[src/bcf_pkg.sv]
// package: constants and types for the binary command frame handler
package bcf_pkg;
  localparam int unsigned FRAME_BYTES  = 9;
  localparam int unsigned CORE_BYTES   = 7;
  localparam logic [3:0]  IDX_LAST     = 4'h8;
  localparam logic [3:0]  IDX_CAN_LAST = 4'h6;
  localparam logic [3:0]  IDX_CAN_TX_LAST = 4'h5;
  localparam logic [7:0]  ST_OK        = 8'h64;  // 100
  localparam logic [7:0]  ST_STORED    = 8'h65;  // 101
  localparam logic [7:0]  ST_BAD_SUM   = 8'h01;
  localparam logic [7:0]  ST_BAD_CMD   = 8'h02;
  localparam logic [7:0]  ST_BAD_TYPE  = 8'h03;
  localparam logic [7:0]  ST_BAD_VALUE = 8'h04;
  localparam logic [7:0]  ST_LOCKED    = 8'h05;
  localparam logic [7:0]  ST_NOT_AVAIL = 8'h06;
  localparam logic [7:0]  RESET_BYTE   = 8'h00;
  localparam logic [3:0]  RESET_IDX    = 4'h0;

  typedef struct packed {
    logic [7:0]  cmd;
    logic [7:0]  typ;
    logic [7:0]  bank;
    logic [31:0] value;
  } bcf_cmd_type;

  typedef struct packed {
    logic [7:0]  status;
    logic [31:0] value;
  } bcf_result_type;

  typedef enum logic [3:0] {
    ST_RECV  = 4'b0001,
    ST_EXEC  = 4'b0010,
    ST_WAIT  = 4'b0100,
    ST_REPLY = 4'b1000
  } bcf_state_type;
endpackage

[src/bcf_frame_handler.sv]
// module: command frame receiver, executor handshake and reply sender
//
// Overview of operation
// - stays receiving; transmits only a reply to a received command.
// - reply is sent after the executor reports completion, or at once on a bad sum.
// - command core is code, type, selector and four value bytes.
// - serial frame adds address byte first and checksum byte last.
// - serial order: address, code, type, selector, value MSB first, sum.
// - checksum is 8-bit wrapping sum of prior bytes; device verifies.
// - CAN frames carry no address or checksum byte.
// - reply order: reply addr, module addr, status, code, value, sum.
// - reply ends with 8-bit wrapping sum of the other reply bytes.
// - CAN replies carry no address or checksum byte.
// - status 100 when executed, 101 when stored to program memory.
// - error statuses 1 to 6 reported when a command fails.
`timescale 1ns/1ps
module bcf_frame_handler (
  input  wire logic                    i_clk,        // 125 MHz clock
  input  wire logic                    i_nrst,       // async reset, low
  input  wire logic                    i_can_mode,   // 1: CAN framing
  input  wire logic [7:0]              i_mod_addr,   // own module address
  input  wire logic [7:0]              i_reply_addr, // reply address byte
  input  wire logic                    i_rx_valid,   // received byte strobe
  input  wire logic [7:0]              i_rx_byte,    // received byte
  input  wire logic                    i_tx_ready,   // link takes tx byte
  input  wire logic                    i_exe_done,   // executor finished
  input  wire bcf_pkg::bcf_result_type i_exe_res,    // status and value
  output logic                         o_tx_valid,   // tx byte offered
  output logic [7:0]                   o_tx_byte,    // tx byte
  output logic                         o_tx_last,    // last reply byte
  output logic                         o_exe_start,  // one-cycle start
  output bcf_pkg::bcf_cmd_type         o_exe_cmd,    // command to execute
  output logic                         o_busy        // not receiving
);

  bcf_pkg::bcf_state_type state;
  logic [3:0]             rx_idx;
  logic [3:0]             tx_idx;
  logic [7:0]             rx_sum;
  logic                   addr_ok;
  logic [7:0]             rx_buf [0:bcf_pkg::CORE_BYTES-1];
  bcf_pkg::bcf_result_type res;
  logic [7:0]             tx_sum;
  logic                   frame_end;
  logic                   sum_ok;
  logic [3:0]             rx_last;
  logic [3:0]             tx_last_idx;
  logic [7:0]             next_tx_byte;

  // serial frames are 9 bytes, CAN frames only the 7-byte core
  assign rx_last     = i_can_mode ? bcf_pkg::IDX_CAN_LAST
                                  : bcf_pkg::IDX_LAST;
  // can replies drop both address slots and the sum slot
  assign tx_last_idx = i_can_mode ? bcf_pkg::IDX_CAN_TX_LAST
                                  : bcf_pkg::IDX_LAST;
  assign frame_end   = (state == bcf_pkg::ST_RECV) && i_rx_valid
                       && (rx_idx == rx_last);
  // can relies on the link crc, so there is no sum byte to check
  assign sum_ok      = i_can_mode || (rx_sum == i_rx_byte);

  // receive position and running sum
  // bytes arriving while busy are dropped; the host must wait
  always_ff @(posedge i_clk or negedge i_nrst) begin
    if (!i_nrst) begin
      rx_idx  <= bcf_pkg::RESET_IDX;
      rx_sum  <= bcf_pkg::RESET_BYTE;
      addr_ok <= 1'b0;
    end else if (state == bcf_pkg::ST_RECV && i_rx_valid) begin
      rx_sum <= rx_sum + i_rx_byte;
      // address judged on byte 0, applied when the frame ends
      if (!i_can_mode && rx_idx == bcf_pkg::RESET_IDX) begin
        addr_ok <= (i_rx_byte == i_mod_addr);
      end else if (i_can_mode && rx_idx == bcf_pkg::RESET_IDX) begin
        addr_ok <= 1'b1;
      end
      if (frame_end) begin
        rx_idx <= bcf_pkg::RESET_IDX;
        rx_sum <= bcf_pkg::RESET_BYTE;
      end else begin
        rx_idx <= rx_idx + 4'h1;
      end
    end
  end

  // core bytes land in order: code, type, selector, value msb first
  // loaded only while receiving, so the code survives into the reply
  genvar g;
  generate
    for (g = 0; g < bcf_pkg::CORE_BYTES; g++) begin : g_core
      always_ff @(posedge i_clk or negedge i_nrst) begin
        if (!i_nrst) begin
          rx_buf[g] <= bcf_pkg::RESET_BYTE;
        end else if (state == bcf_pkg::ST_RECV && i_rx_valid
                     && rx_idx == (i_can_mode ? 4'(g) : 4'(g + 1))) begin
          rx_buf[g] <= i_rx_byte;
        end
      end
    end
  endgenerate

  // sequencing: receive, execute, wait for done, reply
  always_ff @(posedge i_clk or negedge i_nrst) begin
    if (!i_nrst) begin
      state <= bcf_pkg::ST_RECV;
    end else begin
      case (state)
        bcf_pkg::ST_RECV: begin
          // frames for another module leave the state untouched
          if (frame_end && (addr_ok || i_can_mode)) begin
            if (sum_ok)
              state <= bcf_pkg::ST_EXEC;
            else
              state <= bcf_pkg::ST_REPLY;
          end
        end
        bcf_pkg::ST_EXEC: begin
          state <= bcf_pkg::ST_WAIT;
        end
        bcf_pkg::ST_WAIT: begin
          if (i_exe_done)
            state <= bcf_pkg::ST_REPLY;
        end
        bcf_pkg::ST_REPLY: begin
          if (o_tx_valid && i_tx_ready && o_tx_last)
            state <= bcf_pkg::ST_RECV;
        end
        default: state <= bcf_pkg::ST_RECV;
      endcase
    end
  end

  // executor strobe and command, one cycle after the frame is accepted
  always_ff @(posedge i_clk or negedge i_nrst) begin
    if (!i_nrst) begin
      o_exe_start <= 1'b0;
      o_exe_cmd   <= '0;
    end else begin
      o_exe_start <= (state == bcf_pkg::ST_EXEC);
      if (state == bcf_pkg::ST_EXEC)
        o_exe_cmd <= {rx_buf[0], rx_buf[1], rx_buf[2], rx_buf[3],
                      rx_buf[4], rx_buf[5], rx_buf[6]};
    end
  end

  // reply status: a bad sum is answered without running the executor
  always_ff @(posedge i_clk or negedge i_nrst) begin
    if (!i_nrst) begin
      res <= '0;
    end else if (frame_end && (addr_ok || i_can_mode) && !sum_ok) begin
      res.status <= bcf_pkg::ST_BAD_SUM;
      res.value  <= '0;
    end else if (state == bcf_pkg::ST_WAIT && i_exe_done) begin
      res <= i_exe_res;
    end
  end

  // reply byte selection
  // can replies skip the two address slots
  always_comb begin
    logic [3:0] k;
    k = i_can_mode ? tx_idx + 4'h2 : tx_idx;
    case (k)
      4'h0:    next_tx_byte = i_reply_addr;
      4'h1:    next_tx_byte = i_mod_addr;
      4'h2:    next_tx_byte = res.status;
      // echo the received code, also when execution was skipped
      4'h3:    next_tx_byte = rx_buf[0];
      4'h4:    next_tx_byte = res.value[31:24];
      4'h5:    next_tx_byte = res.value[23:16];
      4'h6:    next_tx_byte = res.value[15:8];
      4'h7:    next_tx_byte = res.value[7:0];
      default: next_tx_byte = tx_sum;
    endcase
  end

  // reply transmitter, only active after a received command
  always_ff @(posedge i_clk or negedge i_nrst) begin
    if (!i_nrst) begin
      tx_idx     <= bcf_pkg::RESET_IDX;
      tx_sum     <= bcf_pkg::RESET_BYTE;
      o_tx_valid <= 1'b0;
      o_tx_byte  <= bcf_pkg::RESET_BYTE;
      o_tx_last  <= 1'b0;
    end else if (state == bcf_pkg::ST_REPLY) begin
      // hold the byte until the link takes it
      if (!o_tx_valid || i_tx_ready) begin
        if (o_tx_valid && o_tx_last) begin
          o_tx_valid <= 1'b0;
          o_tx_last  <= 1'b0;
          tx_idx     <= bcf_pkg::RESET_IDX;
          tx_sum     <= bcf_pkg::RESET_BYTE;
        end else begin
          o_tx_valid <= 1'b1;
          o_tx_byte  <= next_tx_byte;
          o_tx_last  <= (tx_idx == tx_last_idx);
          tx_sum     <= tx_sum + next_tx_byte;
          tx_idx     <= tx_idx + 4'h1;
        end
      end
    end else begin
      // outside a reply the transmitter sits idle and cleared
      o_tx_valid <= 1'b0;
      o_tx_last  <= 1'b0;
      tx_idx     <= bcf_pkg::RESET_IDX;
      tx_sum     <= bcf_pkg::RESET_BYTE;
    end
  end

  // one cycle behind the state machine
  always_ff @(posedge i_clk or negedge i_nrst) begin
    if (!i_nrst) begin
      o_busy <= 1'b0;
    end else begin
      o_busy <= (state != bcf_pkg::ST_RECV);
    end
  end

endmodule // bcf_frame_handler

[config.mk]
export PLATFORM = sky130hd
export DESIGN_NAME = bcf_frame_handler
export DESIGN_NICKNAME = d
export VERILOG_FILES = /design/src/bcf_pkg.sv /design/src/bcf_frame_handler.sv
export SDC_FILE = /design/constraint.sdc
export NUM_CORES = 1
export LEC_CHECK = 0
export BUFFER_PORTS_ARGS = -buffer_cell sky130_fd_sc_hd__buf_2
export CAP_MARGIN = 20
export CORE_MARGIN = 2
export CORE_UTILIZATION = 47
export CTS_BUF_LIST = sky130_fd_sc_hd__clkbuf_4 sky130_fd_sc_hd__clkbuf_8 sky130_fd_sc_hd__clkbuf_16
export CTS_CLUSTER_DIAMETER = 120
export DETAILED_ROUTE_END_ITERATION = 16
export HOLD_SLACK_MARGIN = 0.12
export PLACE_DENSITY = 0.68
export SLEW_MARGIN = 20
export SYNTH_ARGS = -nofsm -noshare
export SYNTH_HDL_FRONTEND = slang
export SYNTH_SLANG_ARGS = --single-unit
[constraint.sdc]
create_clock -name i_clk -period 8.2 [get_ports i_clk]
set_input_delay 1.23 -clock i_clk [delete_from_list [all_inputs] [get_ports i_clk]]
set_output_delay 1.23 -clock i_clk [all_outputs]
set_load 0.1 [all_outputs]
==> metrics.txt, run 1 <==
Final Worst Setup Slack 3.96 ns; io pins ~140; Yosys top cell area share 0.534; largest net degree at the start of global routing about 100; crit end category flip-flop; Tcrit/Tclk final 0.517; clk_lat worst skew 0.44 ns; Worst Max-Slew Pin Slew between 1 and 1.5 ns; Slowest-stage cell, CP a221oi_1; critical path class in2reg; Worst slew margin 0.301; crit-path cells buf_2 -> inv_1 -> o2bb2ai_1 -> buf_4 -> a22oi_1 -> o21ai_0 -> a221oi_1 -> inv_1 -> ha_1 -> a21oi_1 -> o21a_1 -> o21ai_0 -> a2111oi_0 -> o22a_1 -> nor2_1 -> nand2_1; Finished Layout Cells roughly 1200; crit path buf inv count 4; YS warnings 0; setup tns final 0 ns; syn_nets slightly below 900; post-synth top area cell dfrtp_1; RSZ-0062 raised after global routing false; final core occ 0.560; post-DP HPWL between 10000 and 15000 µm; P per Cell Area 309 nW/µm²; synth unique cells 59; most frequent cell after synthesis dfrtp_1; initial core utilization 0.479; CP required roughly 8.5 ns; vias between 6000 and 7000; Primary FF master, synth dfrtp_1; Antenna Violating Nets Remaining 0; #FFs+latches synth around 190; VDD IR max 162 µV; Wirelength per Cell 18.4 µm; Final setup viols 0; Reg-to-Reg End tx_sum[7]$_DFFE_PN0P_; first-pass GRT wire length 34600 µm; CTS Buffer Depth 2; DR vias/cell between 5 and 6; CORE AREA approximately 19000 µm²; crit-path max cell delay between 0.5 and 0.6 ns; H-tree Lvls 4; Worst Setup Start Kind input port; FF-to-FF Start tx_idx[1]$_DFFE_PN0P_; post-synthesis average cell area 11.2 µm²; reg-to-reg slack, setup roughly 4 ns; Leak 5.10 nW; most frequent cells after synthesis 192 x dfrtp_1, 130 x nand2_1, 113 x mux2_2; Worst-path clk slew 0.07 ns; sequential fraction of the synthesis area 0.537; max-cap viol count 0; Power, Total 3.25 mW; TritonCTS buffer count 17; port buffer count between 100 and 150; vias in the first global route about 6300; die area slightly above 20000 µm²; fin. max-slew vios 0; mapped cell area 8990 µm²; GR Overflow Total 0; DR iter-0 viols between 400 and 500; multi-input combinational cell area 3930 µm²; Worst path top cell family by delay compound AO/OA/AOI/OAI gates; die span in y roughly 140 µm; f_max between 0.2 and 0.25 GHz; placed cell count between 1000 and 1500; post-placement cell area around 10000 µm²; ANT cells 0; first-pass detailed-route iteration total 4; row cnt 50; CP Depth 16; hold slack 0.474 ns; Clock Root Buffer clkbuf_16; TritonCTS clock tree done; clock skew roughly 0.009 ns; GP Congestion slightly below 0.9; Cells after Synth around 800; initial antenna violation count 0; post-layout instance area around 11000 µm²; Critical Path Source i_can_mode; post-CTS setup buffers 0; post-layout minimum cycle time about 4.2 ns; Synth area leaders dfrtp_1 53%, mux2_2 14%, nand2_1 5.4%; crit-path max FO 24; Reg2Reg Depth 16; share of layout cells above drive strength 1 0.327; CTS Hold Buffers Added 0; Post-synth EDFFs 0; final hold viol count 0; status complete, no violations; Setup WS pre-CTS between 3 and 4 ns; DRT Wirelength approximately 22000 µm; ys async rst share 1.00; P&R area growth vs syn 17.0%; HP Class reg2reg; total track usage 0.223; crit path DAT 4.57 ns; worst setup path end tx_sum[7]$_DFFE_PN0P_; Total Nets Final around 1000; die width 142 µm; # DRC 0; Register Area between 4000 and 5000 µm²; clock sinks slightly below 200; fillers approximately 1600; Post-CTS Resized 0
how the worst min path moves through the flow:
stage | startpoint | cells past startpoint | slack (ns) | to
2_1_floorplan | rx_buf[17]$_DFFE_PN0P_ | 2 | 0.44 | rx_buf[17]$_DFFE_PN0P_
4_1_cts | o_tx_byte[5]$_DFFE_PN0P_ | 2 | 0.48 | o_tx_byte[5]$_DFFE_PN0P_
5_1_grt | rx_buf[25]$_DFFE_PN0P_ | 2 | 0.50 | rx_buf[25]$_DFFE_PN0P_
6_report | o_tx_byte[5]$_DFFE_PN0P_ | 2 | 0.47 | o_tx_byte[5]$_DFFE_PN0P_
3_5_place_dp | o_tx_byte[5]$_DFFE_PN0P_ | 2 | 0.47 | o_tx_byte[5]$_DFFE_PN0P_
3_3_place_gp | o_tx_byte[5]$_DFFE_PN0P_ | 2 | 0.46 | o_tx_byte[5]$_DFFE_PN0P_
power breakdown:
part	total (mW)	leakage [nW]	internal, mW	switching, mW
clock network	0.868	0.304	0.473	0.395
logic	1.04	2.25	0.328	0.714
registers	1.34	2.55	1.19	0.157
total	3.25	5.10	1.99	1.27
cell usage in the layout (no fill, tap or decap), types with 3 or more instances in the layout:
cell type,netlist,routed
inv_8,0,4
clkbuf_16,0,17
nor2b_1,3,3
dfrtp_1,192,192
a21oi_1,56,56
buf_4,2,11
mux2_2,113,113
o21ai_1,3,3
a32oi_1,4,4
a211oi_1,3,3
a21o_1,5,5
inv_1,16,15
or3_1,3,3
o31ai_1,4,4
a221oi_1,8,8
a31oi_1,9,9
xor2_1,19,18
nor3_1,14,14
o21ai_0,32,32
o41ai_1,3,3
a222oi_1,3,3
a31o_2,3,3
o21bai_1,4,4
nand2_1,130,130
nand3_1,20,20
nor4_1,7,7
nor2_1,22,22
nand2b_1,4,4
a22oi_1,5,5
ha_1,18,18
buf_2,14,136
mux2i_1,5,5
and3_1,5,5
a22o_1,8,8
xnor2_1,8,8
worst reg2reg max path, cell delays in order, from the launching register on:
cell	delay [ns]
dfrtp_1	0.66
ha_1	0.31
xor2_1	0.36
o2bb2ai_1	0.13
buf_4	0.22
a22oi_1	0.19
o21ai_0	0.09
a221oi_1	0.53
inv_1	0.09
ha_1	0.28
a21oi_1	0.07
o21a_1	0.19
o21ai_0	0.40
a2111oi_0	0.19
o22a_1	0.19
nor2_1	0.10
nand2_1	0.05
state kept, by name, indices dropped and copies added, names as in the netlist, 4 cells and up:
signal / cells
tx_sum: 8
rx_idx: 4
rx_sum: 8
res: 40
state: 4
rx_buf: 56
o_tx_byte: 8
tx_idx: 4
o_exe_cmd: 56
cell families after synthesis:
kind of cell	after synthesis	synth area share
xor+xnor	27	0.0263
mux	118	0.147
buf+inv	60	0.0278
flops	193	0.537
fa+ha+maj	20	0.0295
compound gates	160	0.113
simple gates	227	0.119
routing by layer:
metal  vias up  global-route usage  share of wire
met5         -                   0              0
met4         0              0.0745          0.020
met3        29              0.0437          0.044
met2       155               0.332           0.46
met1      3274               0.328           0.48
li1       3120                   -              -
cell type report:
class / count / share of cell area
sequential: 193 / 0.459
multi-input combinational: 552 / 0.374
timing repair buffer: 148 / 0.0739
clock buffer: 18 / 0.0418
tap: 234 / 0.0278
clock inverter: 14 / 0.0176
inverter: 17 / 0.00607
Note: power is estimated with default switching activity, not from simulation.
==> run 2: changes to the inputs <==
- PLACE_DENSITY: 0.68 -> 0.71
- clock period: 8.2 -> 3.9 ns (I/O delays scaled with it)
==> metrics.txt, run 2 (same netlist as run 1, synthesis figures left out) <==
first-pass detailed-route iteration total 5 (+1); VDD IR max 368 µV (+130%); vias in the first global route 6471 (+2.1%); first-pass GRT wire length 35000 µm (+1.3%); initial antenna violation count 0 (unchanged); layer with the highest usage met2; Regs by FF count o_exe_cmd (56), rx_buf (56), res (40); TritonCTS clock tree done; Power, Total 6.92 mW (+110%); total track usage 0.225 (+0.00195); H-tree Lvls 4 (unchanged); global-route met3 utilization 0.0458 (+0.00202); CP required 4.29 ns (-4.24 ns); Clock Root Buffer clkbuf_16; most common cell after layout, fill and taps aside dfrtp_1; Seq pwr share 0.408 (-0.005); clk_lat worst skew 0.45 ns (about the same); CTS Buffer Depth 2 (unchanged); ANT cells 0 (unchanged); max-cap viol count 0 (unchanged); clock share of power 0.275 (+0.008); io pins 138 (unchanged); post-DP HPWL 15300 µm (+4.0%); crit path DAT 4.11 ns (-0.46 ns); die width 142 µm (unchanged); multi-input combinational cell area 3940 µm² (+0.22%); most frequent cells in the layout 192 x dfrtp_1, 136 x buf_2, 130 x nand2_1; Wirelength per Cell 18.4 µm (+0.11%); share of layout cells above drive strength 1 0.340 (+0.0130); fillers 1621 (-1.5%); row cnt 50 (unchanged); Worst slew margin 0.317 (+0.0161); DR vias/cell 5.55 (-0.84%); Leak 5.21 nW (+2.1%); critical path class reg2reg; Setup WS pre-CTS 0.0266 ns (-3.48 ns); # DRC 0 (unchanged); internal power contribution 4.20 mW (+110%); GP Congestion 0.876 (-0.79%); Worst Max-Slew Pin Slew 1.02 ns (-0.0250 ns); crit-path max FO 11 (-54%); sw frac 0.393 (+0.00374); crit end category flip-flop; HP Class in2async; TritonCTS buffer count 17 (unchanged); Antenna Violating Nets Remaining 0 (unchanged); clock skew 0.0125 ns (+0.00352 ns); initial core utilization 0.479 (unchanged); Tcrit/Tclk final 0.954; die area 20300 µm² (unchanged); clock sinks 193 (unchanged); grt met1 use 0.325 (-0.00343); Final Worst Setup Slack 0.178 ns (-3.78 ns); NetSw 2.72 mW (+110%); f_max approximately 0.27 GHz; CTS Hold Buffers Added 0 (unchanged); DR iter-0 viols 477 (+15%); post-layout minimum cycle time about 3.7 ns; vias 6617 (+0.59%); final core occ 0.570 (+0.00913); port buffer count 137 (unchanged); fin. max-slew vios 0 (unchanged); Final setup viols 0 (unchanged); P&R area growth vs syn 18.9%; Worst-path clk slew 0.08 ns (about the same); Worst Setup Start Kind flip-flop; die span in y 142 µm (unchanged); P per Cell Area 648 nW/µm² (+110%); DRT Wirelength 21900 µm (+1.6%); GR Overflow Total 0 (unchanged); Comb pwr share 0.318 (-0.002); Register Area 4830 µm² (unchanged); status complete, no violations; CORE AREA 18800 µm² (unchanged); largest net degree at the start of global routing 115 (+11%); GR Util met2 0.348 (+0.0165); final hold viol count 0 (unchanged); Total Nets Final 1036 (+1.7%)
## run 2: repair_timing
action | in CTS | in global routing
setup endpoints to repair | 0 | 2
gates resized for setup | 0 | 5
setup buffers | 0 | 0
## run 2: per-stage QoR
| stage | hold slack, ns | setup TNS [ns] | area [µm²] | cells |
|---|---|---|---|---|
| after CTS | 0.302 | 0 | 10700 | 1193 |
| final | 0.252 | 0 | 10700 | 1193 |
| after global routing | 0.336 | -0.000715 | 10700 | 1193 |
| after global placement | 0.456 | 0 | 10000 | 1161 |
| after detailed placement | 0.466 | 0 | 10000 | 1161 |
| after floorplan | 0.289 | 0 | 8990 | 805 |
## run 2: worst paths after layout
check / startpoint / end / slack, ns / cells after the start
setup / recovery: tx_idx[1]$_DFFE_PN0P_ / tx_sum[7]$_DFFE_PN0P_ / 0.18 / 14
hold / removal: i_nrst / res[29]$_DFFE_PN0P_ / 0.25 / 1
setup reg to reg: tx_idx[1]$_DFFE_PN0P_ / tx_sum[7]$_DFFE_PN0P_ / 0.18 / 14
hold reg to reg: o_tx_byte[5]$_DFFE_PN0P_ / o_tx_byte[5]$_DFFE_PN0P_ / 0.47 / 2
max in group asynchronous: i_nrst / rx_buf[47]$_DFFE_PN0P_ / 2.72 / 2
min in group i_clk: i_exe_res[32] / res[32]$_DFFE_PN0P_ / 0.36 / 3
## run 2: layer usage
layer,share of wire,vias to the layer above
li1,-,3156
met1,0.47,3256
met2,0.47,180
met3,0.050,25
met4,0.014,0
met5,0,-
## run 2: worst max-delay path: stages (launching register included)
cell	delay, ns
dfrtp_1	0.48
ha_1	0.28
xor2_1	0.31
o21ai_1	0.24
buf_4	0.23
a221oi_1	0.33
nor3_1	0.14
a211o_1	0.28
ha_1	0.32
nor3_1	0.19
nor2_1	0.11
a2111oi_1	0.46
o22a_1	0.18
nor2_1	0.04
nand2_1	0.06
## run 2: cell type report
type	count	area share
clock buffers	18	0.0411
clock inverters	14	0.0206
inverters	17	0.00597
multi-input cells	552	0.368
flip-flops and latches	193	0.452
well taps	234	0.0274
repair buffers	165	0.0846
## run 2: power groups by stage
stage,Combinational (mW),Sequential [mW],Clock [mW]
global placement,2.16,2.84,0
CTS,2.21,2.82,1.92
floorplan,0.938,3.62,0
finish,2.20,2.82,1.90
global route,2.35,2.89,1.99
detailed placement,2.20,2.86,0
